$ cat config.mk
export PLATFORM = sky130hd
export DESIGN_NAME = chip_select_wait_decoder
export DESIGN_NICKNAME = d
export VERILOG_FILES = /design/src/hdl/cs_pkg.sv /design/src/hdl/cs_timer_if.sv /design/src/hdl/cs_wait_timer.sv /design/src/hdl/chip_select_wait_decoder.sv
export SDC_FILE = /design/constraint.sdc
export NUM_CORES = 1
export LEC_CHECK = 0
export ABC_AREA = 1
export ABC_CLOCK_PERIOD_IN_PS = 3800
export BUFFER_PORTS_ARGS = -buffer_cell sky130_fd_sc_hd__buf_4
export CAP_MARGIN = 20
export CORE_ASPECT_RATIO = 0.6
export CORE_UTILIZATION = 45
export CTS_CLUSTER_SIZE = 20
export DETAILED_ROUTE_END_ITERATION = 8
export PLACE_DENSITY = 0.67
export SLEW_MARGIN = 25
export SYNTH_ARGS = -nofsm -noshare
export SYNTH_HDL_FRONTEND = slang
export SYNTH_SLANG_ARGS = --single-unit
$ cat constraint.sdc
create_clock -name clk_i -period 3.8 [get_ports clk_i]
set_input_delay 0.76 -clock clk_i [delete_from_list [all_inputs] [get_ports clk_i]]
set_output_delay 0.76 -clock clk_i [all_outputs]
set_load 0.05 [all_outputs]
$ cat src/hdl/cs_pkg.sv
// Package for the chip-select and wait-state decoder.
// Assumes a single 250 MHz clock and a processor bus whose cycles start
// with a one-cycle request.
package cs_pkg;

	// ------------------------------------------------------------------
	// Timing
	// ------------------------------------------------------------------
	localparam int CLK_PERIOD_NS = 4;
	localparam int WAIT_STATE_NS = 25;
	localparam int STROBE_BASE_NS = 100;
	localparam int TICK_CYC = (WAIT_STATE_NS + CLK_PERIOD_NS - 1) /
		CLK_PERIOD_NS;
	localparam int BASE_TICKS = STROBE_BASE_NS / WAIT_STATE_NS;
	localparam int PRE_W = 3;
	localparam logic [PRE_W-1:0] TICK_LAST = PRE_W'(TICK_CYC - 1);

	typedef logic [4:0] ticks_t;

	// ------------------------------------------------------------------
	// Register offsets in I/O space
	// ------------------------------------------------------------------
	localparam logic [15:0] UPPER_CFG_ADDR = 16'hFFA0;
	localparam logic [15:0] LOWER_CFG_ADDR = 16'hFFA2;
	localparam logic [15:0] PBASE_CFG_ADDR = 16'hFFA4;
	localparam logic [15:0] MID_MEM_CFG_ADDR = 16'hFFA6;
	localparam logic [15:0] MID_PER_CFG_ADDR = 16'hFFA8;

	// ------------------------------------------------------------------
	// Reset values
	// ------------------------------------------------------------------
	localparam logic [15:0] UPPER_CFG_RST = 16'h80BF;
	localparam logic [15:0] LOWER_CFG_RST = 16'h7FBF;
	localparam logic [15:0] PBASE_CFG_RST = 16'h007F;
	localparam logic [15:0] MID_MEM_CFG_RST = 16'h81FF;
	localparam logic [15:0] MID_PER_CFG_RST = 16'hA0BF;

	// ------------------------------------------------------------------
	// Field positions
	// ------------------------------------------------------------------
	localparam int WAIT_MSB = 1;
	localparam int IGN_RDY_BIT = 2;
	localparam int PWAIT_MSB = 2;
	localparam int PSEUDO_STATIC_REFRESH_BIT = 6;
	localparam int PCS_MODE_BIT = 7;
	localparam int BLK_LSB = 8;
	localparam int BLK_MSB = 13;
	localparam int UP_EN_BIT = 15;
	localparam int MID_BASE_LSB = 9;
	localparam int MID_BASE_MSB = 15;
	localparam int MID_SIZE_LSB = 8;
	localparam int MID_SIZE_MSB = 14;
	localparam int PBASE_LSB = 8;
	localparam int PBASE_MSB = 15;
	localparam int LOW_PCS_N = 4;
	localparam logic [7:0] UPCS_PAGE0 = 8'h05;
	localparam logic [7:0] UPCS_PAGE1 = 8'h06;

	// Peripheral wait selector to inserted wait states
	function automatic logic [3:0] pcs_waits(input logic [2:0] sel);
		logic [3:0] w;
		w = 4'h0;
		unique case (sel)
			3'h0: w = 4'h0;
			3'h1: w = 4'h1;
			3'h2: w = 4'h2;
			3'h3: w = 4'h3;
			3'h4: w = 4'h5;
			3'h5: w = 4'h7;
			3'h6: w = 4'h9;
			3'h7: w = 4'hF;
		endcase
		return w;
	endfunction

endpackage

$ cat src/hdl/cs_timer_if.sv
// Link between the decoder and its strobe timer.
// Assumes both ends run on the same clock.
`timescale 1ns/10ps
interface cs_timer_if;
	logic load;
	cs_pkg::ticks_t ticks;
	logic ign_rdy;
	logic active;
	logic done;
	modport ctl(output load, output ticks, output ign_rdy,
		input active, input done);
	modport tmr(input load, input ticks, input ign_rdy,
		output active, output done);
endinterface

$ cat src/hdl/cs_wait_timer.sv
// Strobe timer: holds a bus cycle for a number of 28 ns ticks.
// Assumes load comes only while the timer is idle.
`timescale 1ns/10ps
module cs_wait_timer (
	input wire logic clk_i,
	input wire logic rst_n_i,
	input wire logic rdy_i,
	cs_timer_if.tmr t
);
	logic [cs_pkg::PRE_W-1:0] pre_r;
	cs_pkg::ticks_t ticks_r;
	logic active_r;
	logic expired_r;
	logic ign_r;
	logic tick;
	logic last;

	// ------------------------------------------------------------------
	// Tick divider and countdown
	// ------------------------------------------------------------------
	// One-cycle enable every wait-state period
	assign tick = active_r && (pre_r == cs_pkg::TICK_LAST);
	assign last = expired_r || (tick && ticks_r == 5'h01);
	assign t.done = active_r && last && (ign_r || rdy_i);
	assign t.active = active_r;

	// Divider restarts with each cycle
	always_ff @(posedge clk_i) begin
		if (!rst_n_i || t.load || tick) begin
			pre_r <= '0;
		end else if (active_r) begin
			pre_r <= pre_r + 3'h1;
		end
	end

	// Remaining ticks of the strobe
	always_ff @(posedge clk_i) begin
		if (!rst_n_i) begin
			ticks_r <= '0;
		end else if (t.load) begin
			ticks_r <= t.ticks;
		end else if (tick && ticks_r != 5'h01) begin
			ticks_r <= ticks_r - 5'h01;
		end
	end

	// Busy state and stretch on external ready
	always_ff @(posedge clk_i) begin
		if (!rst_n_i) begin
			active_r <= 1'b0;
			expired_r <= 1'b0;
			ign_r <= 1'b1;
		end else if (t.load) begin
			active_r <= 1'b1;
			expired_r <= 1'b0;
			ign_r <= t.ign_rdy;
		end else if (t.done) begin
			active_r <= 1'b0;
			expired_r <= 1'b0;
		end else if (last) begin
			expired_r <= 1'b1;
		end
	end
endmodule

$ cat src/hdl/chip_select_wait_decoder.sv
// Chip-select decoder with programmable wait states.
// Assumes a processor bus that raises cyc_i for one cycle per access,
// with address, space and write data valid in that cycle.
//
// What this block does
// - Upper select for memory in upper half of 1 MB, one 512K block.
// - Upper region gets three wait states after reset.
// - Lower select from address zero up to 512K, three waits by default.
// - Lower region runs without refresh and without waiting on ready.
// - Mid select covers 256K from the midpoint, overlapping upper region.
// - Upper two peripheral selects are chip selects with three waits.
// - Lowest four peripheral selects get fifteen waits by default.
// - Peripheral selects start at I/O zero, one per 0x100 page: pages 0 to 3, then 5 and 6.
// - Peripheral wait code 0..7 gives 0,1,2,3,5,7,9,15 waits.
// - I/O strobe lasts 112 ns plus 28 ns per wait state.
// - Wait states count in 28 ns periods (25 ns rounded up to 7 clocks).
`timescale 1ns/10ps
module chip_select_wait_decoder (
	input wire logic clk_i,
	input wire logic rst_n_i,
	input wire logic cyc_i,
	input wire logic mem_i,
	input wire logic wr_i,
	input wire logic [19:0] addr_i,
	input wire logic [15:0] wdata_i,
	input wire logic rdy_i,
	output logic [15:0] rdata_o,
	output logic busy_o,
	output logic done_o,
	output logic upper_memory_select_n_o,
	output logic lower_region_select_n_o,
	output logic first_mid_memory_select_n_o,
	output logic [3:0] low_peripheral_selects_n_o,
	output logic [1:0] upper_peripheral_selects_n_o,
	output logic io_enable_n_o
);
	cs_timer_if t();
	logic [15:0] upper_cfg_r;
	logic [15:0] lower_cfg_r;
	logic [15:0] pbase_cfg_r;
	logic [15:0] mid_mem_cfg_r;
	logic [15:0] mid_per_cfg_r;
	logic acc;
	logic reg_hit;
	logic up_hit;
	logic lo_hit;
	logic mid_hit;
	logic per_io;
	logic [3:0] lpcs_hit;
	logic [1:0] upcs_hit;
	logic [6:0] mid_off;
	logic [7:0] page_off;
	logic [3:0] waits_nxt;
	logic ign_nxt;
	logic up_r;
	logic lo_r;
	logic mid_r;
	logic [3:0] lpcs_r;
	logic [1:0] upcs_r;
	logic io_r;
	logic [15:0] rdata_r;
	logic [3:0] cur_waits_r;

	// ------------------------------------------------------------------
	// Address decode
	// ------------------------------------------------------------------
	assign acc = cyc_i && !t.active;
	assign reg_hit = !mem_i && (addr_i[15:0] == cs_pkg::UPPER_CFG_ADDR ||
		addr_i[15:0] == cs_pkg::LOWER_CFG_ADDR ||
		addr_i[15:0] == cs_pkg::PBASE_CFG_ADDR ||
		addr_i[15:0] == cs_pkg::MID_MEM_CFG_ADDR ||
		addr_i[15:0] == cs_pkg::MID_PER_CFG_ADDR);
	// Upper block opens at its programmed base in the top half
	assign up_hit = mem_i && upper_cfg_r[cs_pkg::UP_EN_BIT] && addr_i[19] &&
		addr_i[18:13] >= upper_cfg_r[cs_pkg::BLK_MSB:cs_pkg::BLK_LSB];
	assign lo_hit = mem_i && !addr_i[19] &&
		addr_i[18:13] <= lower_cfg_r[cs_pkg::BLK_MSB:cs_pkg::BLK_LSB];
	// Window measured in 8K blocks from its base
	assign mid_off = addr_i[19:13] -
		mid_mem_cfg_r[cs_pkg::MID_BASE_MSB:cs_pkg::MID_BASE_LSB];
	assign mid_hit = mem_i &&
		mid_off < mid_per_cfg_r[cs_pkg::MID_SIZE_MSB:cs_pkg::MID_SIZE_LSB];
	// One 256-byte page per peripheral select
	assign per_io = !mem_i && !reg_hit;
	assign page_off = addr_i[15:8] -
		pbase_cfg_r[cs_pkg::PBASE_MSB:cs_pkg::PBASE_LSB];

	// Peripheral select decode, one per page
	genvar gi;
	generate
		for (gi = 0; gi < cs_pkg::LOW_PCS_N; gi++) begin : g_lpcs
			assign lpcs_hit[gi] = per_io && page_off == 8'(gi);
		end
	endgenerate
	assign upcs_hit[0] = per_io && page_off == cs_pkg::UPCS_PAGE0 &&
		mid_per_cfg_r[cs_pkg::PCS_MODE_BIT];
	assign upcs_hit[1] = per_io && page_off == cs_pkg::UPCS_PAGE1 &&
		mid_per_cfg_r[cs_pkg::PCS_MODE_BIT];

	// Wait states and ready use; the mid window wins over the upper block
	always_comb begin
		waits_nxt = 4'h0;
		ign_nxt = 1'b1;
		if (mid_hit) begin
			waits_nxt = {2'b00, mid_mem_cfg_r[cs_pkg::WAIT_MSB:0]};
			ign_nxt = mid_mem_cfg_r[cs_pkg::IGN_RDY_BIT];
		end else if (up_hit) begin
			waits_nxt = {2'b00, upper_cfg_r[cs_pkg::WAIT_MSB:0]};
			ign_nxt = upper_cfg_r[cs_pkg::IGN_RDY_BIT];
		end else if (lo_hit) begin
			waits_nxt = {2'b00, lower_cfg_r[cs_pkg::WAIT_MSB:0]};
			ign_nxt = lower_cfg_r[cs_pkg::IGN_RDY_BIT];
		end else if (|lpcs_hit) begin
			waits_nxt = cs_pkg::pcs_waits(
				pbase_cfg_r[cs_pkg::PWAIT_MSB:0]);
			ign_nxt = mid_per_cfg_r[cs_pkg::IGN_RDY_BIT];
		end else if (|upcs_hit) begin
			waits_nxt = {2'b00, mid_per_cfg_r[cs_pkg::WAIT_MSB:0]};
			ign_nxt = mid_per_cfg_r[cs_pkg::IGN_RDY_BIT];
		end
	end

	// Strobe of four 28 ns ticks (112 ns) plus one tick per wait state
	assign t.load = acc;
	assign t.ticks = 5'(cs_pkg::BASE_TICKS) + {1'b0, waits_nxt};
	assign t.ign_rdy = ign_nxt;

	cs_wait_timer u_timer (
		.clk_i(clk_i),
		.rst_n_i(rst_n_i),
		.rdy_i(rdy_i),
		.t(t)
	);

	// ------------------------------------------------------------------
	// Configuration registers
	// ------------------------------------------------------------------
	// Written at the accepted cycle, so the next cycle decodes with them
	always_ff @(posedge clk_i) begin
		if (!rst_n_i) begin
			upper_cfg_r <= cs_pkg::UPPER_CFG_RST;
			lower_cfg_r <= cs_pkg::LOWER_CFG_RST;
			pbase_cfg_r <= cs_pkg::PBASE_CFG_RST;
			mid_mem_cfg_r <= cs_pkg::MID_MEM_CFG_RST;
			mid_per_cfg_r <= cs_pkg::MID_PER_CFG_RST;
		end else if (acc && reg_hit && wr_i) begin
			unique case (addr_i[15:0])
				cs_pkg::UPPER_CFG_ADDR: upper_cfg_r <= wdata_i;
				cs_pkg::LOWER_CFG_ADDR: lower_cfg_r <= wdata_i;
				cs_pkg::PBASE_CFG_ADDR: pbase_cfg_r <= wdata_i;
				cs_pkg::MID_MEM_CFG_ADDR: mid_mem_cfg_r <= wdata_i;
				cs_pkg::MID_PER_CFG_ADDR: mid_per_cfg_r <= wdata_i;
				default: upper_cfg_r <= upper_cfg_r;
			endcase
		end
	end

	// Register read data, captured at the accepted read
	always_ff @(posedge clk_i) begin
		if (!rst_n_i) begin
			rdata_r <= '0;
		end else if (acc && reg_hit && !wr_i) begin
			unique case (addr_i[15:0])
				cs_pkg::UPPER_CFG_ADDR: rdata_r <= upper_cfg_r;
				cs_pkg::LOWER_CFG_ADDR: rdata_r <= lower_cfg_r;
				cs_pkg::PBASE_CFG_ADDR: rdata_r <= pbase_cfg_r;
				cs_pkg::MID_MEM_CFG_ADDR: rdata_r <= mid_mem_cfg_r;
				cs_pkg::MID_PER_CFG_ADDR: rdata_r <= mid_per_cfg_r;
				default: rdata_r <= '0;
			endcase
		end
	end

	// ------------------------------------------------------------------
	// Select outputs
	// ------------------------------------------------------------------
	// Set at acceptance, released on the cycle that ends the strobe
	always_ff @(posedge clk_i) begin
		if (!rst_n_i || t.done) begin
			up_r <= 1'b0;
			lo_r <= 1'b0;
			mid_r <= 1'b0;
			lpcs_r <= '0;
			upcs_r <= '0;
			io_r <= 1'b0;
		end else if (acc) begin
			up_r <= up_hit;
			lo_r <= lo_hit;
			mid_r <= mid_hit;
			lpcs_r <= lpcs_hit;
			upcs_r <= upcs_hit;
			io_r <= (|lpcs_hit) || (|upcs_hit);
		end
	end

	// Wait states of the running cycle, kept for status
	always_ff @(posedge clk_i) begin
		if (!rst_n_i) begin
			cur_waits_r <= '0;
		end else if (acc) begin
			cur_waits_r <= waits_nxt;
		end
	end

	assign upper_memory_select_n_o = !up_r;
	assign lower_region_select_n_o = !lo_r;
	assign first_mid_memory_select_n_o = !mid_r;
	assign low_peripheral_selects_n_o = ~lpcs_r;
	assign upper_peripheral_selects_n_o = ~upcs_r;
	assign io_enable_n_o = !io_r;
	assign rdata_o = rdata_r;
	assign busy_o = t.active;
	assign done_o = t.done;

	// ------------------------------------------------------------------
	// Assertions
	// ------------------------------------------------------------------
	localparam int LOWER_MAX_CYC = (cs_pkg::BASE_TICKS + 3) *
		cs_pkg::TICK_CYC;
	logic [7:0] len_r;
	logic [7:0] exp_len_r;
	logic exp_ign_r;

	// Strobe length measured against the loaded tick count
	always_ff @(posedge clk_i) begin
		if (!rst_n_i || io_r == 1'b0) begin
			len_r <= '0;
		end else begin
			len_r <= len_r + 8'h01;
		end
	end
	always_ff @(posedge clk_i) begin
		if (!rst_n_i) begin
			exp_len_r <= '0;
			exp_ign_r <= 1'b1;
		end else if (acc) begin
			exp_len_r <= 8'(t.ticks * cs_pkg::TICK_CYC);
			exp_ign_r <= ign_nxt;
		end
	end
endmodule

# Yosys cells after proc, flatten, opt, wreduce, memory -nomap -nowiden

Memory sizes are Yosys's and may differ from the RTL's. A register that Yosys moved wholly into a read port is not among the register bits.
Cells that the tools add are included.

Magnitude comparators: 3
Reductions and logical operators: 56
Bitwise gates (word level): 3
Multiplexer cells: 17
Equal/unequal tests: 13
$add $sub $neg: 5

Operators by type and width:

| operator                                         | number |
|---|---|
| == test 16 bit, second input constant            | 5 |
| one-hot mux 16 bit (5 select lines)              | 1 |
| logical AND 1 bit                                | 25 |
| == test 8 x 2 -> 1 bit, second input constant    | 2 |
| == test 8 x 3 -> 1 bit, second input constant    | 2 |
| 2-to-1 mux 4 bit                                 | 4 |
| zero test 1 bit                                  | 10 |
| logical OR 1 bit                                 | 10 |
| 2-to-1 mux 5 bit                                 | 2 |
| AND reduction 2 bit                              | 5 |
| == test 8 x 1 -> 1 bit, second input constant    | 1 |
| zero test 8 bit                                  | 1 |
| subtractor 8 bit                                 | 1 |
| < comparator 7 bit                               | 1 |
| 2-to-1 mux 1 bit                                 | 7 |
| subtractor 7 bit                                 | 1 |
| greater-or-equal comparator 6 bit                | 1 |
| <= comparator 6 bit                              | 1 |
| 2-to-1 mux 3 bit                                 | 2 |
| adder 3 x 4 -> 5 bit, first input constant       | 1 |
| == test 5 x 1 -> 1 bit, second input constant    | 1 |
| != test 5 x 1 -> 1 bit, second input constant    | 1 |
| subtractor 5 x 1 -> 5 bit, second input constant | 1 |
| inverter 4 bit                                   | 1 |
| other kinds (9)                                  | 10 |

Memories kept: 1
Flip-flop bits (word level): 117
Logic and storage cells: 115
Output and inout bits: 28
Input bits: 42
Memory bits (read-only): 32

Memory list:

| name            | words | bits a word | read ports | clocked after Yosys merged registers in | wr ports | line         | text |
|---|---|---|---|---|---|---|---|
| (no name shown) | 8     | 4           | 1          | 1                                       | 0        | cs_pkg.sv:63 | `unique case (sel)` |

# Longest topological paths before layout

Gate-level depths: netlist (run 1).

Depth after elaboration: 18
Mapped depth: 20

# Cells and area by module

Synthesis (run 1) repeated with hierarchy kept, for this count alone.

Cell total of the unflattened synthesis: 912
Area, all modules: 6651.4 µm²

Modules (own cells, without submodules):

| module                   | seq. area each (µm²) | instances | cells each | area each (µm²) |
|---|---|---|---|---|
| chip_select_wait_decoder | 2202.1               | 1         | 827        | 6018.3 |
| cs_wait_timer            | 220.2                | 1         | 85         | 633.1 |

# Worst setup path before layout (run 1)

Ideal clock, no wire load.

Path kind: input -> register
From: input port addr_i[13]
To: register u_timer.ticks_r[1]
Library setup time: 119 ps
Buffers on the path: 0
Arrival: 3059 ps
Cell stages on the path: 17
Setup slack: 622 ps
Cells stage by stage: inv_1 ha_1 inv_1 fa_1 a21oi_1 o21ai_0 a21o_1 a21oi_1 xor2_1 ha_1 nand2_1 o2111ai_1 nand2_1 inv_1 nand4_1 nand2_1 a21oi_1

Word-level cells in the longest chain between the ends: 18
Elaborated cells between the ends (all ways): 43
Classes of those cells: 3 x add/sub; 3 x order compare; 10 x eq/ne; 6 x mux; 21 x reduce/logical

RTL lines:

| element                                                                   | line                            | text |
|---|---|---|
| start: declaration                                                        | chip_select_wait_decoder.sv:24  | `input wire logic [19:0] addr_i,` |
| parallel branches: the longest is 15 deep, another holds subtractor 8 bit | --                              |  |
| 2-to-1 mux 4 bit *                                                        | chip_select_wait_decoder.sv:104 | `if (mid_hit) begin` |
| adder 3 x 4 -> 5 bit *                                                    | chip_select_wait_decoder.sv:125 | `assign t.ticks = 5'(cs_pkg::BASE_TICKS) + {1'b0, waits_nxt};` |
| 2-to-1 mux 5 bit *                                                        | cs_wait_timer.sv:40             | `end else if (t.load) begin` |
| end signal: assignment                                                    | cs_wait_timer.sv:41             | `ticks_r <= t.ticks;` |
| end signal: assignment                                                    | cs_wait_timer.sv:43             | `ticks_r <= ticks_r - 5'h01;` |
| end: declaration                                                          | cs_wait_timer.sv:11             | `cs_pkg::ticks_t ticks_r;` |

Mark *: on every way between the ends.
A chain may end at the register's enable or synchronous reset.

# Worst setup path after layout (run 1)

Ends and elaborated chain as after synthesis.

==> flow_metrics.py, run 1 <==
metrics = {
    "worst_setup_path": {
        "slowest_delay_ps": 530,
        "cp_data_required_time_ps": 4100,
        "cp_cell_sequence": "buf_4 -> inv_1 -> ha_1 -> inv_1 -> fa_1 -> a21oi_1 -> o21ai_0 -> a21o_1 -> a21oi_1 -> xor2_1 -> ha_1 -> nand2_1 -> o2111ai_1 -> nand2_1 -> inv_1 -> nand4_1 -> nand2_1 -> a21oi_1",
        "worstPathMaxFanout": 6,
        "slowest_stage": "o2111ai_1",
        "r2r-start": "mid_mem_cfg_r[9]$_SDFFE_PN0P_",
        "crit_path_end_kind": "flop",
        "crit_type": "in -> reg",
        "startpoint": "addr_i[13]",
        "critPathArrivalTime_ps": 3650,
        "start_kind": "primary input",
    },
    "grt": {
        "grt_pass1_vias": 5189,
        "grt_max_degree": 45,
        "gr-total-overflow": 0,
        "grt_usage_pct": 25.6,
        "antenna_found_initial": 0,
        "grt_pass1_wl_um": 28700,
    },
    "routing": {
        "ant_nets": 0,
        "num_vias": 5981,
        "drc_errors": 0,
        "wl_um": 18400,
        "dr.pass1.iters": 5,
        "routedWlPerCell_um": 16.3,
        "drt-initial-drc-count": 499,
        "vias_per_cell": 5.31,
    },
    "clock_network": {
        "worstSkewPairLatency_ps": 410,
        "ctsHoldBuffers": 0,
        "cts_setup_buffers": 0,
        "cts_tree": "done",
        "root_buffer": "clkbuf_16",
        "cts_buffer_depth": 2,
        "clock_sinks": 121,
        "clk_pin_slew_ps": 60,
        "cts_resized": 0,
        "numCtsBuffers": 17,
        "htree_num_levels": 4,
    },
    "floorplanning": {
        "ios": 70,
        "die_x_um": 157,
        "dieHeight_um": 95.1,
        "core_area_um2": 13900,
        "dieArea_um2": 14900,
        "rows": 33,
        "start_util_pct": 46.8,
    },
    "pwr": {
        "power_frac_seq_pct": 37.9,
        "p_switching_mw": 0.802,
        "internal-power_mw": 2.61,
        "p_per_area_nw_per_um2": 435,
        "clockPowerShare_pct": 53.2,
        "peakVddDrop_v": 0.000243,
        "swShare_pct": 23.5,
        "p_leak_nw": 3.80,
        "comb_power_share_pct": 8.9,
    },
    "yosys": {
        "synthMuxAreaShare_pct": 0,
        "synth_fa_ha_area_share_pct": 7.74,
        "synth_edf_count": 0,
        "ys_seq_area_share_pct": 37.3,
        "yosys_register_bits": 121,
        "syn_inst": 853,
        "ys_warn_count": 0,
        "synth_area_um2": 6500,
        "synth-xor-area-share_pct": 1.21,
        "synth_area_per_cell_um2": 7.62,
        "synthSimpleGateAreaFrac_pct": 18.1,
        "synth_top_area_share_pct": 37.3,
        "synthArstFlopShare_pct": 0,
        "ys.flop_type": "dfxtp_1",
        "syn_nets": 934,
        "synth_area_leaders": "dfxtp_1, nand2_1, inv_1, ha_1, a21oi_1",
        "synth_top_family_by_area": "compound AO/OA/AOI/OAI gates",
        "yosysUniqueCellTypes": 43,
        "synth_top_area_cell": "dfxtp_1",
        "synth-compound-area-share_pct": 24.6,
    },
    "timing": {
        "period_share_pct": 88.2,
        "max_freq_ghz": 0.298,
        "relSlewSlack_pct": 59.4,
        "fin_crit_ps": 3350,
        "fin_tns_setup_ps": 0,
        "fin_worst_skew_ps": 5.38,
        "hold_violations": 0,
        "grt_setup_unrepaired": "false",
        "worst_pin_slew_ps": 608,
        "setup_viol": 0,
        "final_max_slew_viol_count": 0,
    },
    "min_path": {
        "hold_path_class": "reg -> reg",
        "hold_start": "mid_mem_cfg_r[5]$_SDFFE_PN1P_",
    },
    "final_layout": {
        "drive_gt1_share_pct": 18.0,
        "fin_util_pct": 56.5,
        "area_delta_synth_final_pct": 20.5,
        "fill_cells": 1308,
        "num-nets-final": 1003,
        "n_antenna_cell": 0,
    },
    "run_status": {
        "status": "finished clean",
    },
    "placed_design": {
        "gp_congestion": 0.876,
        "hpwl_um": 13200,
        "portBuffers": 69,
    },
    "job": {
        "cap_viol_max_count": 0,
    },
}
-- synthesized netlist by cell type, types with 7 or more instances --
cell type	instances
inv_1	130
nor2_1	69
clkbuf_1	15
o21ai_1	15
nand3_1	34
a221oi_1	13
o211ai_1	20
a211oi_1	11
ha_1	37
buf_2	7
a21oi_1	79
o22ai_1	9
a211oi_2	18
nand2_1	139
dfxtp_1	121
o21ai_0	45
inv_2	10
-- path summary, 6_finish.rpt --
check                           slack, ps                         endpoint  cells past startpoint
worst max-delay path                  450  u_timer.ticks_r[1]$_SDFFE_PN0P_                     18
worst min register to register        470    mid_mem_cfg_r[5]$_SDFFE_PN1P_                      2
worst min-delay path                  470    mid_mem_cfg_r[5]$_SDFFE_PN1P_                      2
worst max register to register        630  u_timer.ticks_r[1]$_SDFFE_PN0P_                     16
-- state kept, by name, indices dropped and copies added, names as in the netlist, 2 cells and up, named ones only --
name and flops:
pbase_cfg_r 16, upper_cfg_r 16, mid_mem_cfg_r 16, u_timer.pre_r 3
upcs_r 2, rdata_o 16, mid_per_cfg_r 16, u_timer.ticks_r 5
lpcs_r 4, lower_cfg_r 16
-- power groups by stage --
stage                     clock (mW)  combinational, mW  sequential (mW)
after detailed placement           0              0.299             1.32
after global routing            1.88              0.340             1.29
after CTS                       1.82              0.302             1.29
after global placement             0              0.297             1.32
final                           1.81              0.304             1.29
after floorplan                    0              0.190             1.32
-- layer usage --
metal / global-route usage (%) / part of all wire [%] / vias up
li1: - / - / 2998
met1: 39.4 / 51 / 2681
met2: 34.4 / 38 / 281
met3: 6.27 / 9.6 / 21
met4: 7.28 / 1.1 / 0
met5: 0 / 0 / -
-- worst max-delay path: cells and delay by family --
family / cells / cell delay [ps]
adder cells (fa/ha/maj): 3 / 830
buffers and inverters: 4 / 370
XOR/XNOR: 1 / 90
AO/OA/AOI/OAI: 6 / 1240
AND/OR/NAND/NOR: 4 / 360
-- final cells by class --
cell class	instances	area (µm²)	area share, %
Clock buffer	21	470	6.01
Clock inverter	11	193	2.46
Inverter	142	533	6.81
Multi-Input combinational cell	558	3360	42.9
Sequential cell	121	2420	30.9
Tap cell	192	240	3.07
Timing Repair Buffer	82	616	7.86
-- layout by cell type (no fill, tap or decap), types with 17 or more instances in the layout --
master / instances
clkbuf_16: 17
a21oi_1: 79
o21ai_0: 45
nand2_1: 139
o211ai_1: 20
dfxtp_1: 121
nor2_1: 69
buf_4: 82
nand3_1: 34
inv_1: 130
a211oi_2: 18
ha_1: 37
-- logic make-up after synthesis --
logic type | Yosys count
AND/OR/NAND/NOR | 270
AO/OA/AOI/OAI | 240
buffers and inverters | 174
flip-flops | 121
adder cells (fa/ha/maj) | 39
XOR/XNOR | 9
-- metrics by stage --
step           hold WS, ps  setup slack [ps]  power [mW]  instance area, µm²  cells
2_1_floorplan          429               622        1.51                6500    853
3_3_place_gp           443               179        1.62                7170   1095
3_5_place_dp           453              91.9        1.62                7170   1095
4_1_cts                460               503        3.41                7830   1127
5_1_grt                487               155        3.51                7830   1127
6_report               467               450        3.41                7830   1127
(Power assumes the default switching activity.)
==> run 2: changes to the inputs <==
--- a/config.mk
+++ b/config.mk
@@ -14,6 +14,7 @@
 export CTS_CLUSTER_SIZE = 20
 export DETAILED_ROUTE_END_ITERATION = 8
 export PLACE_DENSITY = 0.67
+export RECOVER_POWER = 50
 export SLEW_MARGIN = 25
 export SYNTH_ARGS = -nofsm -noshare
 export SYNTH_HDL_FRONTEND = slang
==> run 2 against run 1 <==
Net effect: clock-buffer cell count unchanged; routed wire length up 0.20%; via count rose by 0.38%; setup slack got worse by 210 ps; hold slack worse by 3.8 ps; clock skew grew 0.93 ps; clock power about the same; largest power group unchanged.
==> flow_metrics.py, run 2 (same netlist as run 1, synthesis figures left out) <==
metrics = {
    "run_status": {
        "status": "finished clean",
    },
    "timing": {
        "setup_viol": 0,
        "relSlewSlack_pct": 34.6,
        "period_share_pct": 93.8,
        "fin_tns_setup_ps": 0,
        "fin_crit_ps": 3560,
        "final_max_slew_viol_count": 0,
        "grt_setup_unrepaired": "false",
        "hold_violations": 0,
        "max_freq_ghz": 0.281,
        "worst_pin_slew_ps": 980,
        "fin_worst_skew_ps": 6.31,
    },
    "worst_setup_path": {
        "cp_cell_sequence": "buf_4 -> nand2_1 -> inv_2 -> nand2_4 -> nor2_1 -> nand2_1 -> buf_4 -> nand3_1 -> o21a_4 -> nand2_1 -> inv_2 -> o2111ai_1 -> o211a_1",
        "crit_type": "in -> reg",
        "worstPathMaxFanout": 18,
        "crit_top_cell": "nand2_1",
        "slowest_stage": "nor2_1",
        "slowest_delay_ps": 690,
        "reg2reg_slack_ps": 630,
        "start_kind": "primary input",
        "reg2reg_to": "u_timer.ticks_r[1]$_SDFFE_PN0P_",
        "r2r-start": "mid_mem_cfg_r[9]$_SDFFE_PN0P_",
        "crit_path_end_kind": "flop",
        "r2r_cells": 16,
        "cp_data_required_time_ps": 4110,
        "critPathArrivalTime_ps": 3870,
    },
    "grt": {
        "use_met3_pct": 6.27,
        "grt_usage_pct": 25.6,
        "gr-total-overflow": 0,
        "grt_pass1_vias": 5189,
        "grt_max_degree": 45,
        "use_met1_pct": 39.4,
        "gr-max-usage-layer": "met1",
        "antenna_found_initial": 0,
        "grt_pass1_wl_um": 28700,
        "met2_usage_pct": 34.4,
    },
    "floorplanning": {
        "die_x_um": 157,
        "core_area_um2": 13900,
        "rows": 33,
        "dieArea_um2": 14900,
        "dieHeight_um": 95.1,
        "start_util_pct": 46.8,
        "ios": 70,
    },
    "min_path": {
        "hold_depth": 2,
        "hold_path_class": "reg -> reg",
        "hold_start": "mid_per_cfg_r[3]$_SDFFE_PN1P_",
        "min_to": "mid_per_cfg_r[3]$_SDFFE_PN1P_",
    },
    "pwr": {
        "p_per_area_nw_per_um2": 444,
        "peakVddDrop_v": 0.000233,
        "p_leak_nw": 3.62,
        "total_power_mw": 3.40,
    },
    "clock_network": {
        "worstSkewPairLatency_ps": 410,
        "cts_setup_buffers": 0,
        "htree_num_levels": 4,
        "clock_sinks": 121,
        "root_buffer": "clkbuf_16",
        "cts_resized": 0,
        "cts_buffer_depth": 2,
        "ctsHoldBuffers": 0,
        "cts_tree": "done",
        "clk_pin_slew_ps": 60,
        "numCtsBuffers": 17,
    },
    "routing": {
        "ant_nets": 0,
        "num_vias": 6004,
        "drc_errors": 0,
        "wl_um": 18400,
        "drt-initial-drc-count": 532,
        "routedWlPerCell_um": 16.4,
        "dr.pass1.iters": 5,
        "vias_per_cell": 5.33,
    },
    "final_layout": {
        "layout_commonest_cell": "nand2_1",
        "n_antenna_cell": 0,
        "fin_cells": 1127,
        "num-nets-final": 1003,
        "area_delta_synth_final_pct": 17.8,
        "layout_common_cells": "nand2_1, inv_1, dfxtp_1, a21oi_1, nor2_1",
        "drive_gt1_share_pct": 13.4,
    },
    "placed_design": {
        "gp_congestion": 0.876,
        "hpwl_um": 13200,
        "place_inst": 1095,
        "portBuffers": 69,
    },
    "job": {
        "cap_viol_max_count": 0,
    },
}
[run 2: area by class of cell]
cell class                      count  area [µm²]
Clock buffer                       21         470
Clock inverter                     11         193
Fill cell                        1351        6220
Inverter                          142         533
Multi-Input combinational cell    558        3300
Sequential cell                   121        2420
Tap cell                          192         240
Timing Repair Buffer               82         493
[run 2: report_power, final]
part	total (mW)	internal (mW)	leakage (nW)	switching, mW
combinational	0.294	0.101	2.34	0.193
sequential	1.29	1.28	0.980	0.00920
clock	1.81	1.21	0.308	0.596
[run 2: per-stage QoR]
step	worst slack, ps	util, %	area [µm²]	hold WS (ps)
floorplan	622	-	6500	429
global placement	179	51.7	7170	443
detailed placement	91.9	51.7	7170	453
CTS	503	56.5	7830	460
global route	132	55.2	7650	486
finish	235	55.2	7650	463
[run 2: worst max-delay path, delay by kind of cell]
kind | cells | cell delay, ps
AOI/OAI and AO/OA | 3 | 520
buffers and inverters | 4 | 990
and+or+nand+nor | 6 | 1580
[run 2: how the worst max path moves through the flow]
stage	startpoint	to	slack, ps
6_report	addr_i[14]	rdata_o[8]$_SDFFE_PN0P_	240
5_1_grt	addr_i[14]	rdata_o[10]$_SDFFE_PN0P_	130
4_1_cts	addr_i[13]	u_timer.ticks_r[1]$_SDFFE_PN0P_	500
3_5_place_dp	addr_i[13]	u_timer.ticks_r[1]$_SDFFE_PN0P_	90
3_3_place_gp	addr_i[13]	u_timer.ticks_r[0]$_SDFFE_PN0P_	180
2_1_floorplan	addr_i[13]	u_timer.ticks_r[1]$_SDFFE_PN0P_	620
[run 2: routing by layer]
layer / wire, µm / up-vias
met3: 1730 / 23
met4: 225 / 0
met1: 9510 / 2694
met5: 0 / -
met2: 6980 / 290
li1: - / 2997
